==> src/rtl/program_sequencer_core_cfg.svh <==
/*
 * Constants of the program sequencer core: register offsets, field
 * positions, reset values, opcodes and stack depth.
 * Assumes it is included once per compile unit by its bare name.
 */
`ifndef PROGRAM_SEQUENCER_CORE_CFG_SVH
`define PROGRAM_SEQUENCER_CORE_CFG_SVH

`define PSC_PC_W 12
`define PSC_STACK_DEPTH 3'h6
`define PSC_RESET_PC 12'h000
`define PSC_INT_VECTOR 12'h004

`define PSC_ADDR_PC_LOW 8'h00
`define PSC_ADDR_CTRL 8'h04
`define PSC_ADDR_STATUS 8'h08

`define PSC_CTRL_RUN 0
`define PSC_CTRL_IEN 1
`define PSC_CTRL_RESET 1'h1

`define PSC_OPC_NOP 4'h0
`define PSC_OPC_ALU 4'h1
`define PSC_OPC_ALUP 4'h2
`define PSC_OPC_JUMP 4'h3
`define PSC_OPC_CALL 4'h4
`define PSC_OPC_RETURN 4'h5
`define PSC_OPC_IRETURN 4'h6
`define PSC_OPC_SKIP 4'h7
`define PSC_OPC_XALU 4'h9

`define PSC_ALU_ADD 4'h0
`define PSC_ALU_ADC 4'h1
`define PSC_ALU_SUB 4'h2
`define PSC_ALU_SBC 4'h3
`define PSC_ALU_DAA 4'h4
`define PSC_ALU_AND 4'h5
`define PSC_ALU_OR 4'h6
`define PSC_ALU_XOR 4'h7
`define PSC_ALU_CPL 4'h8
`define PSC_ALU_RR 4'h9
`define PSC_ALU_RRC 4'ha
`define PSC_ALU_RL 4'hb
`define PSC_ALU_RLC 4'hc
`define PSC_ALU_INC 4'hd
`define PSC_ALU_DEC 4'he
`define PSC_ALU_LD 4'hf

`endif

==> src/rtl/program_sequencer_core_pkg.sv <==
/*
 * Types of the program sequencer core: phases, bus carriers and state.
 * Assumes the cfg header is compiled alongside.
 */
package program_sequencer_core_pkg;

	typedef enum logic [1:0] {
		PH_T1 = 2'h0,
		PH_T2 = 2'h1,
		PH_T3 = 2'h3,
		PH_T4 = 2'h2
	} phase_t;

	typedef struct packed {
		logic psel;
		logic penable;
		logic pwrite;
		logic [7:0] paddr;
		logic [31:0] pwdata;
	} apb_req_t;

	typedef struct packed {
		logic [31:0] prdata;
		logic pready;
		logic pslverr;
	} apb_rsp_t;

	typedef struct packed {
		phase_t phase;
		logic [11:0] pc;
		logic [11:0] prog_addr;
		logic [15:0] fetch;
		logic fetch_v;
		logic [15:0] ir;
		logic ir_v;
		logic ext;
		logic [7:0] acc;
		logic c;
		logic z;
		logic ac;
		logic ov;
		logic [5:0][11:0] stk;
		logic [2:0] sp;
		logic pend;
		logic ien;
		logic run;
		logic pclw;
		logic [7:0] pclv;
		logic [31:0] rdata;
		logic ack;
	} seq_state_t;

endpackage

==> src/rtl/program_sequencer_core.sv <==
/*
 * Instruction sequencing core: four-phase cycle, fetch/execute overlap,
 * 12-bit program counter, six-level return stack, 8-bit ALU, APB slave.
 * Assumes program memory answers combinationally within one phase and
 * the interrupt logic sits on pclk.
 */
`timescale 1ns/1ps
`include "program_sequencer_core_cfg.svh"

// Notes on behaviour
// - Clock is split into four phases; one pass is one instruction cycle.
// - Program counter steps on entering first phase; that phase fetches.
// - Phases two to four decode and execute the previously fetched word.
// - Fetch overlaps execution, so plain instructions complete one per cycle.
// - Standard takes one cycle, extended two, counter changes add one.
// - Jump or call: one cycle for the target, one for the branch.
// - The ALU works on 8-bit operands through the accumulator.
// - Program counter is 12 bits: 4-bit high part, 8-bit low byte.
// - Only the low byte is reachable by software.
// - Writing the low byte jumps within the current 256-word page.
// - A low-byte write inserts one dummy cycle for the prefetch.
// - A met skip discards the fetched word and runs a dummy cycle.
// - Jump, call, interrupt and reset load the target directly.
// - Six-entry stack is invisible to software; the pointer reads back in status.
// - Call and interrupt acknowledge push the current fetch address.
// - Return and interrupt return pop and restore the counter.
// - Reset sets the stack pointer to zero, the empty stack.
// - Full stack holds the interrupt pending until a return pops.
// - Call on a full stack still runs and loses the oldest entry.
// - ALU results go to the destination and update status flags.
// - ALU does add, subtract, carry forms, decimal adjust, logic, rotates.
// - Reset starts execution at address zero.
module program_sequencer_core (
	input wire logic pclk,
	input wire logic presetn,
	input wire program_sequencer_core_pkg::apb_req_t apb_req,
	output program_sequencer_core_pkg::apb_rsp_t apb_rsp,
	output logic [11:0] prog_addr,
	input wire logic [15:0] prog_rdata,
	input wire logic int_req,
	output logic int_ack
);
	import program_sequencer_core_pkg::*;

	seq_state_t s_q;
	seq_state_t s_d;
	logic [3:0] opc;
	logic [3:0] fn;
	logic [7:0] imm;
	logic [7:0] bb;
	logic cin;
	logic [8:0] sum;
	logic [4:0] half;
	logic [7:0] res;
	logic [8:0] daa;
	logic rc;
	logic rac;
	logic rov;
	logic is_alu;
	logic branch;
	logic flush;
	logic [11:0] tgt;
	logic [11:0] push_val;
	logic do_push;
	logic do_pop;
	logic take_int;
	logic [2:0] sp_m1;
	logic wr_acc;
	logic rd_acc;
	logic unmapped;

	//////////////////////////////////////////////////////////////////////
	always_comb begin
		s_d = s_q;
		s_d.ack = 1'b0;
		opc = s_q.ir[15:12];
		fn = s_q.ir[11:8];
		imm = s_q.ir[7:0];
		branch = 1'b0;
		flush = 1'b0;
		tgt = s_q.pc;
		push_val = s_q.prog_addr;
		do_push = 1'b0;
		do_pop = 1'b0;
		take_int = 1'b0;
		sp_m1 = s_q.sp - 3'h1;
		is_alu = 1'b0;
		// All eight-bit operations pass through the accumulator.
		bb = imm;
		cin = 1'b0;
		if (fn == `PSC_ALU_SUB || fn == `PSC_ALU_SBC) begin
			bb = ~imm;
		end
		if (fn == `PSC_ALU_ADC || fn == `PSC_ALU_SBC) begin
			cin = s_q.c;
		end else if (fn == `PSC_ALU_SUB) begin
			cin = 1'b1;
		end
		sum = {1'b0, s_q.acc} + {1'b0, bb} + {8'h00, cin};
		half = {1'b0, s_q.acc[3:0]} + {1'b0, bb[3:0]} + {4'h0, cin};
		daa = {1'b0, s_q.acc};
		if (s_q.acc[3:0] > 4'h9 || s_q.ac) begin
			daa = daa + 9'h006;
		end
		if (daa[7:4] > 4'h9 || s_q.c || daa[8]) begin
			daa = daa + 9'h060;
		end
		res = sum[7:0];
		rc = s_q.c;
		rac = s_q.ac;
		rov = s_q.ov;
		case (fn)
			`PSC_ALU_ADD, `PSC_ALU_ADC, `PSC_ALU_SUB, `PSC_ALU_SBC: begin
				rc = sum[8];
				rac = half[4];
				rov = (s_q.acc[7] == bb[7]) && (sum[7] != s_q.acc[7]);
			end
			`PSC_ALU_DAA: begin
				res = daa[7:0];
				rc = daa[8] | s_q.c;
			end
			`PSC_ALU_AND: res = s_q.acc & imm;
			`PSC_ALU_OR: res = s_q.acc | imm;
			`PSC_ALU_XOR: res = s_q.acc ^ imm;
			`PSC_ALU_CPL: res = ~s_q.acc;
			`PSC_ALU_RR: res = {s_q.acc[0], s_q.acc[7:1]};
			`PSC_ALU_RRC: begin
				res = {s_q.c, s_q.acc[7:1]};
				rc = s_q.acc[0];
			end
			`PSC_ALU_RL: res = {s_q.acc[6:0], s_q.acc[7]};
			`PSC_ALU_RLC: begin
				res = {s_q.acc[6:0], s_q.c};
				rc = s_q.acc[7];
			end
			`PSC_ALU_INC: res = s_q.acc + 8'h01;
			`PSC_ALU_DEC: res = s_q.acc - 8'h01;
			`PSC_ALU_LD: res = imm;
			default: res = sum[7:0];
		endcase

		// Phases advance on every edge whether or not the core runs.
		case (s_q.phase)
			PH_T1: s_d.phase = PH_T2;
			PH_T2: s_d.phase = PH_T3;
			PH_T3: s_d.phase = PH_T4;
			PH_T4: s_d.phase = PH_T1;
			default: s_d.phase = PH_T1;
		endcase

		if (s_q.run && s_q.phase == PH_T1) begin
			s_d.fetch = prog_rdata;
			s_d.fetch_v = 1'b1;
		end

		// Execution lands on the last phase edge.
		if (s_q.run && s_q.phase == PH_T4) begin
			if (s_q.ir_v && opc == `PSC_OPC_XALU && !s_q.ext) begin
				// First cycle of an extended operation holds the pipe.
				s_d.ext = 1'b1;
			end else begin
				s_d.ext = 1'b0;
				if (s_q.ir_v) begin
					case (opc)
						`PSC_OPC_ALU, `PSC_OPC_XALU: is_alu = 1'b1;
						`PSC_OPC_ALUP: begin
							is_alu = 1'b1;
							branch = 1'b1;
							tgt = {s_q.pc[11:8], res};
						end
						`PSC_OPC_JUMP: begin
							branch = 1'b1;
							tgt = s_q.ir[11:0];
						end
						`PSC_OPC_CALL: begin
							branch = 1'b1;
							tgt = s_q.ir[11:0];
							do_push = 1'b1;
						end
						`PSC_OPC_RETURN, `PSC_OPC_IRETURN: begin
							branch = 1'b1;
							do_pop = 1'b1;
							tgt = s_q.stk[(s_q.sp == 3'h0) ? 3'h0 : sp_m1];
							if (opc == `PSC_OPC_IRETURN) begin
								s_d.ien = 1'b1;
							end
						end
						`PSC_OPC_SKIP: begin
							case (s_q.ir[9:8])
								2'h0: flush = (s_q.acc == 8'h00);
								2'h1: flush = (s_q.acc != 8'h00);
								2'h2: begin
									s_d.acc = s_q.acc + 8'h01;
									flush = (s_d.acc == 8'h00);
								end
								default: begin
									s_d.acc = s_q.acc - 8'h01;
									flush = (s_d.acc == 8'h00);
								end
							endcase
						end
						default: begin
						end
					endcase
				end
				if (is_alu) begin
					if (opc != `PSC_OPC_ALUP) begin
						s_d.acc = res;
					end
					s_d.z = (res == 8'h00);
					s_d.c = rc;
					s_d.ac = rac;
					s_d.ov = rov;
				end
				if (!branch && !flush && s_q.pclw) begin
					// Low byte write: same page, one dummy cycle.
					branch = 1'b1;
					tgt = {s_q.pc[11:8], s_q.pclv};
					s_d.pclw = 1'b0;
				end
				// A return frees a level, so a held interrupt goes next.
				if (!branch && !flush && s_q.pend && s_q.ien &&
						s_q.sp != `PSC_STACK_DEPTH) begin
					take_int = 1'b1;
					branch = 1'b1;
					do_push = 1'b1;
					tgt = `PSC_INT_VECTOR;
					s_d.ack = 1'b1;
					s_d.ien = 1'b0;
				end
				if (do_push) begin
					// Full stack drops the oldest entry.
					if (s_q.sp == `PSC_STACK_DEPTH) begin
						for (int i = 0; i < 5; i++) begin
							s_d.stk[i] = s_q.stk[i + 1];
						end
						s_d.stk[5] = push_val;
					end else begin
						s_d.stk[s_q.sp] = push_val;
						s_d.sp = s_q.sp + 3'h1;
					end
				end
				if (do_pop && s_q.sp != 3'h0) begin
					s_d.sp = sp_m1;
				end
				if (branch || flush) begin
					// Fetched word is discarded and a dummy cycle runs.
					s_d.ir_v = 1'b0;
					s_d.prog_addr = branch ? tgt : s_q.pc;
				end else begin
					// Overlap: the fetched word executes next cycle.
					s_d.ir = s_q.fetch;
					s_d.ir_v = s_q.fetch_v;
					s_d.prog_addr = s_q.pc;
				end
				s_d.pc = s_d.prog_addr + 12'h001;
			end
		end

		// An arriving request beats the clear of an acknowledge.
		s_d.pend = (s_q.pend && !take_int) || int_req;

		// Only the low byte, control and status are visible; stack is not.
		wr_acc = apb_req.psel && apb_req.penable && apb_req.pwrite;
		rd_acc = apb_req.psel && !apb_req.penable;
		unmapped = apb_req.paddr != `PSC_ADDR_PC_LOW &&
			apb_req.paddr != `PSC_ADDR_CTRL &&
			apb_req.paddr != `PSC_ADDR_STATUS;
		if (wr_acc && apb_req.paddr == `PSC_ADDR_PC_LOW) begin
			s_d.pclw = 1'b1;
			s_d.pclv = apb_req.pwdata[7:0];
		end
		if (wr_acc && apb_req.paddr == `PSC_ADDR_CTRL) begin
			s_d.run = apb_req.pwdata[`PSC_CTRL_RUN];
			s_d.ien = apb_req.pwdata[`PSC_CTRL_IEN];
		end
		if (rd_acc) begin
			case (apb_req.paddr)
				`PSC_ADDR_PC_LOW: s_d.rdata = {24'h000000, s_q.pc[7:0]};
				`PSC_ADDR_CTRL: s_d.rdata = {30'h00000000, s_q.ien, s_q.run};
				`PSC_ADDR_STATUS: s_d.rdata = {13'h0000, s_q.pclw, s_q.pend,
					s_q.phase, s_q.sp, s_q.ov, s_q.ac, s_q.z, s_q.c, s_q.acc};
				default: s_d.rdata = 32'h00000000;
			endcase
		end
	end

	//////////////////////////////////////////////////////////////////////
	always_ff @(posedge pclk or negedge presetn) begin
		if (!presetn) begin
			s_q <= '0;
			s_q.phase <= PH_T4;
			s_q.pc <= `PSC_RESET_PC;
			s_q.prog_addr <= `PSC_RESET_PC;
			s_q.sp <= 3'h0;
			s_q.run <= `PSC_CTRL_RESET;
		end else begin
			s_q <= s_d;
		end
	end

	assign prog_addr = s_q.prog_addr;
	assign int_ack = s_q.ack;
	assign apb_rsp.prdata = s_q.rdata;
	assign apb_rsp.pready = 1'b1;
	assign apb_rsp.pslverr = apb_req.psel && apb_req.penable && unmapped;

	logic [11:0] exp_pcl;
	always_ff @(posedge pclk or negedge presetn) begin
		if (!presetn) begin
			exp_pcl <= 12'h000;
		end else if (wr_acc && apb_req.paddr == `PSC_ADDR_PC_LOW) begin
			exp_pcl <= {s_q.pc[11:8], apb_req.pwdata[7:0]};
		end
	end
endmodule // program_sequencer_core

==> config.mk <==
export PLATFORM = sky130hd
export DESIGN_NAME = program_sequencer_core
export DESIGN_NICKNAME = d
export VERILOG_FILES = /design/src/rtl/program_sequencer_core_pkg.sv /design/src/rtl/program_sequencer_core.sv
export VERILOG_INCLUDE_DIRS = /design/src /design/src/rtl
export SDC_FILE = /design/constraint.sdc
export NUM_CORES = 1
export LEC_CHECK = 0
export ABC_AREA = 1
export ABC_CLOCK_PERIOD_IN_PS = 5000
export BUFFER_PORTS_ARGS = -buffer_cell sky130_fd_sc_hd__buf_4
export CAP_MARGIN = 20
export CORE_ASPECT_RATIO = 0.7
export CORE_MARGIN = 3
export CORE_UTILIZATION = 40
export DETAILED_ROUTE_END_ITERATION = 6
export SLEW_MARGIN = 20
export SYNTH_ARGS = -nofsm -noshare
export SYNTH_HDL_FRONTEND = slang
export SYNTH_SLANG_ARGS = --single-unit
==> constraint.sdc <==
create_clock -name pclk -period 5 [get_ports pclk]
set_input_delay 0.25 -clock pclk [delete_from_list [all_inputs] [get_ports pclk]]
set_output_delay 0.25 -clock pclk [all_outputs]
set_load 0.05 [all_outputs]
==> impl_metrics.ini, run 1 <==
[logic_synthesis]
synth_edf_count = 0
async_flop_share_pct = 100.0
syn_area_sq_um = 11760
synth_ff_type = dfrtp_1
seq_area_frac_synth_pct = 38.32
syn_area_per_cell_sq_um = 7.320
synth_warnings = 0
synthDistinctLibCells = 59
synth-seq-cells = 180
syn_inst = 1607

[setup_path]
critical_path.endpoint_type = flip-flop
crit_arrival_ns = 4.52
cpMaxStageDelayCell = dfrtp_1
crit_start = fn[2]
crit_buf_inv = 6
crit_path_frequent_cell = nand2_1
crit_chain = inv_1 > nand2_1 > buf_4 > clkinv_1 > buf_4 > o211ai_1 > fa_1 > inv_1 > fa_1 > a21oi_1 > o21ai_0 > a21oi_1 > o21ai_0 > xor2_1 > nand2_1 > nand3_1 > nand2_1 > nand2_1 > nand2_1 > nand3_1 > nor2_2 > nand3_1 > o21ai_1 > inv_1
start_kind = flip-flop
crit_fanout = 11
critPathTopFamily = compound AO/OA/AOI/OAI gates
reg2reg_from = fn[2]
max_stage_delay_ns = 0.42
path_class = reg2reg
required_ns = 5.34

[cts]
cts_sinks = 180
cts_tree = yes
root_buffer = clkbuf_16
cts_hold_buf = 2
clock_path_buffers = 2
numCtsBuffers = 17
cts-resized-gates = 0
clk_latency_ns = 0.45
cts_max_level = 4
postCtsSetupBuffers = 0
clk_pin_slew_worst_paths_ns = 0.07

[timing]
slew_violations = 0
fin_worst_skew_ns = 0.01522
fin_crit_sh_pct = 83.56
finalSetupTns_ns = 0
worst_slew_pin_slew_ns = 1.020
rsz0062_at_grt = no
fmax_mhz = 239.4
finalSetupViolCount = 0
max-slew-margin-rel_pct = 31.80
hold_violations = 0
period_needed_ns = 4.178

[placement]
place_inst = 1974
port_buffers = 70
routabilityCongestion = 1.003
place_hpwl_microns = 27140

[hold_path]
min-delay-start = apb_req[0]
hold_path.class = in2reg

[drt]
num_vias = 10930
drc_errors = 0
wl_per_cell_microns = 18.79
drt_wl_total_microns = 37730
initialDrtViolationCount = 1135
dr.pass1.iters = 5
vias_per_cell = 5.443
ant_nets = 0

[floorplan]
die_y_microns = 149.5
die-area_sq_um = 31530
chipWidth_microns = 211.0
fp-row-count = 51
design.core.area_sq_um = 28400
boundaryPins = 109
initial_core_util_pct = 41.42

[finish]
mostFrequentLayoutCells = nand2_1 (399), dfrtp_1 (178), nor2_1 (167)
final_nets = 1726
fillers = 2859
syn2layout_area_growth_pct = 10.23
drive_above_1_share_pct = 13.07
regArea_sq_um = 4507
multi_input_area_sq_um = 6008
stdcell_count = 2008
n_antenna_cell = 0
final_common_cell = nand2_1

[global_routing]
grt_pass1_wl_microns = 58810
grt_overflow = 0
antenna_found_initial = 0
grt_use_total_pct = 24.38
first_global_vias = 9961
grt_max_degree = 90

[pwr]
seqPwrFrac_pct = 28.9
p_leak_nw = 6.097
p_int_w = 0.004096
pwr-share-clk_pct = 17.8
peakVddDrop_uv = 329.8
power_w = 0.008301
switchingPower_w = 0.004205
p_sw_share_pct = 50.65
combPwrFrac_pct = 53.3
p_per_area_nw_per_um2 = 640.2

[flow_run]
maxCapViolations = 0

[outcome]
outcome = finished clean
[worst paths after layout]
check / cells after the start / end / slack, ns
worst max-delay path: 24 / s_q[188] / 0.82
worst min register to register: 0 / s_q[192] / 0.43
worst min-delay path: 3 / s_q[42] / 0.04
min in group asynchronous: 2 / s_q[124] / 0.47
max in group asynchronous: 3 / s_q[47] / 3.42
worst max register to register: 24 / s_q[188] / 0.82
[state kept, by name, indices dropped and copies added, names as in the netlist]
register,flops
apb_rsp,19
int_ack,1
s_q,132
opc,4
imm,8
prog_addr,12
fn,4
[power groups by stage]
stage                     Sequential (W)  Combinational (W)  Clock, W
after floorplan                  0.00216            0.00328         0
after global placement           0.00240            0.00429         0
after detailed placement         0.00240            0.00433         0
after CTS                        0.00238            0.00435   0.00151
after global routing             0.00246            0.00494   0.00156
final                            0.00240            0.00443   0.00147
[per-stage QoR]
stage          utilization, %  hold slack [ns]  worst slack, ns  area, sq um
2_1_floorplan               -         -0.04559            1.461        11810
3_3_place_gp            43.38           0.3883           0.9700        12320
3_5_place_dp            43.38           0.3822           0.9520        12320
4_1_cts                 45.66          0.01681           0.9328        12970
5_1_grt                 45.66          0.03455           0.4945        12970
6_report                45.66          0.03902           0.8220        12970
[Yosys cell counts (all sizes together), types with 12 or more instances]
cell / number / area, sq um
or2: 12 / 75.07
xor2: 19 / 166.4
a21oi: 73 / 395.4
dfrtp: 178 / 4454
nand2: 418 / 1627
a31oi: 49 / 306.5
inv: 163 / 614.3
clkbuf: 30 / 112.6
nor2: 185 / 752.0
o22ai: 23 / 143.9
ha: 38 / 475.5
o21ai: 157 / 789.5
nand3: 77 / 452.9
nand4: 18 / 118.9
buf: 80 / 556.8
o211ai: 18 / 135.1
[worst register-to-register path: cells and delay by family (launching register included)]
kind	cells	cell delay, ns
buffers and inverters	6	0.79
and+or+nand+nor	9	1.01
DFF	1	0.42
xor gates and xnor gates	1	0.11
adders and majority gates	2	0.59
AOI/OAI and AO/OA	6	1.13
[cell type report]
cell class | count | area share (%)
Clock inverter | 14 | 1.544
Multi-Input combinational cell | 1163 | 46.34
Clock buffer | 18 | 3.310
Tap cell | 371 | 3.580
Timing Repair Buffer | 96 | 5.645
Inverter | 166 | 4.825
Sequential cell | 180 | 34.76
[per-layer routing]
layer  track usage [%]  vias up  wire length (microns)
met4             5.052        0                    462
met1             39.06     5101                  18940
met5                 0        -                      0
li1                  -     5278                      -
met2             32.24      516                  14630
met3             6.559       35                   3702
[cells by family (layout without fill, tap and decap cells)]
group                      count (synthesis)  after routing  share of synthesized area [%]
and+or+nand+nor                          732            732                          26.91
AOI/OAI and AO/OA                        347            347                          16.92
muxes                                     10             10                         0.9041
other                                      2             14                        0.06385
adders and majority gates                 40             40                          4.383
buffers and inverters                    276            294                          11.01
DFF                                      180            180                          38.32
xor gates and xnor gates                  20             20                          1.489
(Power assumes the default switching activity.)
==> inputs of run 2 (changes only) <==
--- a/config.mk
+++ b/config.mk
@@ -7,7 +7,7 @@
 export NUM_CORES = 1
 export LEC_CHECK = 0
 export ABC_AREA = 1
-export ABC_CLOCK_PERIOD_IN_PS = 5000
+export ABC_CLOCK_PERIOD_IN_PS = 3500
 export BUFFER_PORTS_ARGS = -buffer_cell sky130_fd_sc_hd__buf_4
 export CAP_MARGIN = 20
 export CORE_ASPECT_RATIO = 0.7
==> constraint.sdc (replaced) <==
create_clock -name pclk -period 3.5 [get_ports pclk]
set_input_delay 0.175 -clock pclk [delete_from_list [all_inputs] [get_ports pclk]]
set_output_delay 0.175 -clock pclk [all_outputs]
set_load 0.05 [all_outputs]
==> run 2 against run 1 <==
  * First-iteration DRC count increased by 3.2%
  * Non-clock buffer count increased by 98
  * Utilization rose by 3.5 points
  * Combinational power up 72%
  * Wire length is 4.9% higher
  * Largest power group unchanged
  * Critical endpoint is now s_q[189]
  * Register-to-register slack worse by 0.60 ns
  * Die area is the same
==> impl_metrics.ini, run 2 (synthesis gave the netlist of run 1 again) <==
[cts]
clock_path_buffers = 2
root_buffer = clkbuf_16
clk_latency_ns = 0.45
numCtsBuffers = 17
cts_max_level = 4
cts_tree = yes
clk_pin_slew_worst_paths_ns = 0.07
cts_sinks = 180

[setup_path]
required_ns = 3.83
r2r_slack_ns = 0.22
reg2reg_from = fn[2]
path_class = reg2reg
crit_fanout = 3
start_kind = flip-flop
r2r_cells = 25
critical_path.endpoint_type = flip-flop
r2r-end = s_q[189]
crit_arrival_ns = 3.61

[timing]
fin_crit_sh_pct = 93.67
slew_violations = 0
max-slew-margin-rel_pct = 31.43
fmax_mhz = 305.0
hold_violations = 0
fin_worst_skew_ns = 0.01448
whs_ns = 0.02657
worst_slew_pin_slew_ns = 1.026
period_needed_ns = 3.278
finalSetupViolCount = 0

[floorplan]
die-area_sq_um = 31530
fp-row-count = 51
chipWidth_microns = 211.0
initial_core_util_pct = 41.42
boundaryPins = 109
die_y_microns = 149.5
design.core.area_sq_um = 28400

[finish]
final_nets = 1824
regArea_sq_um = 4508
final_cell_area_sq_um = 13950
largest_reg_flops = 132
syn2layout_area_growth_pct = 18.56
post-route-util_pct = 49.11
largest_register = s_q
mostFrequentLayoutCells = nand2_1 (390), dfrtp_1 (177), nor2_1 (165)
n_antenna_cell = 0
final_common_cell = nand2_1
stdcell_count = 2106
multi_input_area_sq_um = 6176
drive_above_1_share_pct = 18.90
fillers = 2779

[pwr]
p_int_w = 0.006398
switchingPower_w = 0.006420
peakVddDrop_uv = 412.1
seqPwrFrac_pct = 25.4
pwr-share-clk_pct = 15.2
p_per_area_nw_per_um2 = 919.2
p_leak_nw = 6.580
combPwrFrac_pct = 59.4
p_sw_share_pct = 50.09

[global_routing]
first_global_vias = 10240
antenna_found_initial = 0
grt_use_total_pct = 25.39
use_met1_pct = 41.00
grtUsageMet2_pct = 32.79
top_usage_layer = met1
grt_overflow = 0
grt_max_degree = 90
grt_pass1_wl_microns = 60950
met3_usage_pct = 7.376

[drt]
initialDrtViolationCount = 1171
ant_nets = 0
dr.pass1.iters = 6
wl_per_cell_microns = 18.80
vias_per_cell = 5.376
drc_errors = 0
num_vias = 11320
drt_wl_total_microns = 39590

[flow_run]
maxCapViolations = 0

[hold_path]
hold_path_end = s_q[34]
whs_path_depth = 3
min-delay-start = apb_req[1]
hold_path.class = in2reg

[outcome]
outcome = finished clean

[placement]
place_area_sq_um = 12920
place_inst = 2047
routabilityCongestion = 0.9950
place_hpwl_microns = 29130
port_buffers = 70
-- run 2: cell count changes in the layout (fill, tap and decap cells not counted), moves of 4 or more --
cell and change:
nand3_1 -5, buf_12 +5, ha_2 +5, a21oi_2 +4
ha_1 -5, dlygate4sd3_1 +23, a21oi_1 -5, nand2_2 +6
buf_4 +70, inv_2 +5, nand2_1 -9, inv_1 -4
o21ai_0 -4
-- run 2: timing repair --
action                                  CTS  global route
endpoints found under the setup margin    2            10
resized for setup                         1            54
setup buffers                             0             4
endpoints found under the hold margin    95             0
pin swaps                                 0            16
hold buffers                             25             0
cloned                                    0             0
-- run 2: power groups by stage --
| stage | logic (W) | registers, W | clock network [W] |
|---|---|---|---|
| finish | 0.00762 | 0.00325 | 0.00195 |
| global route | 0.00838 | 0.00334 | 0.00207 |
| CTS | 0.00716 | 0.00323 | 0.00200 |
| detailed placement | 0.00710 | 0.00326 | 0 |
| global placement | 0.00709 | 0.00325 | 0 |
| floorplan | 0.00469 | 0.00308 | 0 |
-- run 2: worst max-delay path by stage --
stage	depth (start not counted)	slack [ns]	end	start
after global routing	25	-0.01	s_q[187]	fn[1]
after floorplan	23	0.07	s_q[188]	fn[2]
after global placement	23	0.03	s_q[186]	fn[2]
after detailed placement	24	-0.008	s_q[188]	fn[2]
after CTS	24	0.05	s_q[188]	fn[2]
final	25	0.22	s_q[189]	fn[2]
-- run 2: per-stage QoR --
step / total power (W) / worst slack, ns / setup TNS, ns
after global routing: 0.01378 / -0.01384 / -0.01400
final: 0.01282 / 0.2217 / 0
after floorplan: 0.007775 / 0.06932 / 0
after detailed placement: 0.01036 / -0.007660 / -0.008865
after global placement: 0.01034 / 0.03475 / 0
after CTS: 0.01239 / 0.04535 / 0
-- run 2: layout make-up --
cell class	count	area share [%]
flip-flops and latches	180	32.33
well taps	371	3.329
clock buffers	18	3.077
inverters	166	4.486
multi-input cells	1163	44.28
repair buffers	194	11.39
clock inverters	14	1.113
-- run 2: worst max-delay path: stages (launching register included) --
cell and delay (ns):
dfrtp_1 0.39, inv_2 0.06, nand2_2 0.06, inv_2 0.07
nand2_4 0.05, xor2_2 0.15, fa_2 0.39, inv_2 0.09
fa_2 0.42, or2_4 0.26, nand3_2 0.08, nand2_1 0.06
nand2_1 0.05, nand3_1 0.08, nand3_2 0.08, inv_1 0.05
ha_2 0.17, nand2_2 0.10, nor2_2 0.06, nand2_4 0.10
nor2_4 0.04, buf_4 0.12, nand4_1 0.09, nand2_1 0.05
nand2_1 0.05, inv_1 0.04
-- run 2: per-layer routing --
layer	wire length, microns	up-vias
met2	14800	434
met3	3780	40
met1	20430	5389
li1	-	5458
met4	579	0
met5	0	-
==> inputs of run 3 (changes only) <==
--- a/config.mk
+++ b/config.mk
@@ -7,13 +7,13 @@
 export NUM_CORES = 1
 export LEC_CHECK = 0
 export ABC_AREA = 1
-export ABC_CLOCK_PERIOD_IN_PS = 3500
-export BUFFER_PORTS_ARGS = -buffer_cell sky130_fd_sc_hd__buf_4
+export ABC_CLOCK_PERIOD_IN_PS = 2800
 export CAP_MARGIN = 20
 export CORE_ASPECT_RATIO = 0.7
 export CORE_MARGIN = 3
 export CORE_UTILIZATION = 40
 export DETAILED_ROUTE_END_ITERATION = 6
+export DONT_BUFFER_PORTS = 1
 export SLEW_MARGIN = 20
 export SYNTH_ARGS = -nofsm -noshare
 export SYNTH_HDL_FRONTEND = slang
==> constraint.sdc (replaced) <==
create_clock -name pclk -period 2.8 [get_ports pclk]
set_input_delay 0.14 -clock pclk [delete_from_list [all_inputs] [get_ports pclk]]
set_output_delay 0.14 -clock pclk [all_outputs]
set_load 0.05 [all_outputs]
==> run 3 against run 2 <==
  * The flow now finishes with violations (negative hold slack, negative setup slack)
  * Clock-buffer cell count decreased by 1
  * Clock skew shrank 0.0034 ns
  * Utilization rose by 6.6 points
  * Critical path depth unchanged
  * Sequential share of layout area is 3.8 points lower
  * Largest power group unchanged
  * Highest routed layer unchanged
==> impl_metrics.ini, run 3 (synthesis gave the netlist of run 1 again) <==
[outcome]
outcome = finished, violations left
violations = negative hold slack, negative setup slack

[placement]
place_hpwl_microns = 31270
routabilityCongestion = 0.9450
place_inst = 2128
port_buffers = 0
post-place-ws_ns = -0.5727

[drt]
vias_per_cell = 5.403
dr.pass1.iters = 7
ant_nets = 0
wl_per_cell_microns = 19.07
num_vias = 12110
drt_wl_total_microns = 42740
initialDrtViolationCount = 1158
drc_errors = 0

[finish]
n_antenna_cell = 0
post-route-util_pct = 55.73
mostFrequentLayoutCells = nand2_1 (355), buf_4 (253), dfrtp_1 (175)
fillers = 2564
stdcell_count = 2241
largest_register = s_q
drive_above_1_share_pct = 30.43
syn2layout_area_growth_pct = 34.53
largest_reg_flops = 132
final_nets = 1959
final_common_cell = nand2_1

[floorplan]
die-area_sq_um = 31530
boundaryPins = 109
chipWidth_microns = 211.0
design.core.area_sq_um = 28400
die_y_microns = 149.5
initial_core_util_pct = 41.42
fp-row-count = 51

[setup_path]
required_ns = 3.14
critPathTopFamily = simple AND/OR/NAND/NOR gates
critical_path.endpoint_type = flip-flop
worst-path-stages = 25
crit_arrival_ns = 3.63
max_stage_delay_ns = 0.44
reg2reg_from = fn[2]
start_kind = flip-flop
crit_buf_inv = 6
cpMaxStageDelayCell = fa_2
r2r_cells = 25
r2r-end = s_q[187]
path_class = reg2reg
r2r_slack_ns = -0.50
crit_fanout = 3

[pwr]
peakVddDrop_uv = 571.9
p_per_area_nw_per_um2 = 1226
switchingPower_w = 0.009193
p_leak_nw = 7.424
seqPwrFrac_pct = 21.8
pwr-share-clk_pct = 12.8
combPwrFrac_pct = 65.3
p_int_w = 0.01020
p_sw_share_pct = 47.40

[global_routing]
grt_use_total_pct = 26.38
grt_overflow = 0
grt_max_degree = 181
first_global_vias = 11080
grt_pass1_wl_microns = 63930
antenna_found_initial = 0

[timing]
worst_slew_pin_slew_ns = 0.8816
rsz0062_at_grt = yes
setup_ws_ns = -0.4957
max-slew-margin-rel_pct = 41.01
fmax_mhz = 303.4
finalSetupTns_ns = -8.459
fin_worst_skew_ns = 0.01112
hold_violations = 180
whs_ns = -0.6082
period_needed_ns = 3.296
finalSetupViolCount = 72
fin_crit_sh_pct = 117.7
slew_violations = 0

[cts]
numCtsBuffers = 17
cts_tree = yes
root_buffer = clkbuf_16
cts_hold_buf = 25
clk_latency_ns = 0.45
cts_sinks = 180
clock_path_buffers = 2
cts_max_level = 4
clk_pin_slew_worst_paths_ns = 0.07

[flow_run]
maxCapViolations = 0

[hold_path]
hold_path.class = in2async
## run 3: what timing repair did
action / CTS / global route
endpoints found under the setup margin: 58 / 104
buffers inserted: 20 / 37
pin swaps: 26 / 65
gates cloned: 1 / 4
hold endpoints to repair: 207 / 180
gates resized for setup: 54 / 194
## run 3: layout make-up
class | count | area, sq um | area share, %
Timing Repair Buffer | 327 | 2851 | 18.02
Clock buffer | 17 | 425.4 | 2.688
Sequential cell | 180 | 4511 | 28.50
Clock inverter | 15 | 181.4 | 1.147
Inverter | 166 | 633.1 | 4.001
Tap cell | 371 | 464.2 | 2.934
Multi-Input combinational cell | 1165 | 6758 | 42.71
## run 3: how the worst max path moves through the flow
stage	start	to	slack [ns]
2_1_floorplan	fn[3]	s_q[188]	-0.32
3_3_place_gp	fn[3]	s_q[187]	-0.51
3_5_place_dp	fn[3]	s_q[187]	-0.57
4_1_cts	fn[2]	s_q[187]	-0.45
5_1_grt	fn[2]	s_q[187]	-0.65
6_report	fn[2]	s_q[187]	-0.50
## run 3: power by group through the flow
stage	logic (W)	registers [W]	clock network [W]
CTS	0.0110	0.00419	0.00254
global route	0.0136	0.00433	0.00262
detailed placement	0.0103	0.00423	0
floorplan	0.00597	0.00386	0
global placement	0.0102	0.00421	0
finish	0.0127	0.00424	0.00249
## run 3: through the flow
| stage | total power (W) | instance area (sq um) |
|---|---|---|
| final | 0.01939 | 15820 |
| after global routing | 0.02059 | 15820 |
| after CTS | 0.01770 | 14830 |
| after detailed placement | 0.01450 | 13620 |
| after global placement | 0.01437 | 13620 |
| after floorplan | 0.009832 | 11870 |
## run 3: layer usage
layer	track usage (%)	up-vias	part of all wire (%)	routed length [microns]
met5	0	-	0	0
met3	8.403	40	12	5041
met2	35.36	543	39	16860
li1	-	5739	-	-
met1	41.42	5787	48	20460
met4	4.450	0	0.90	386
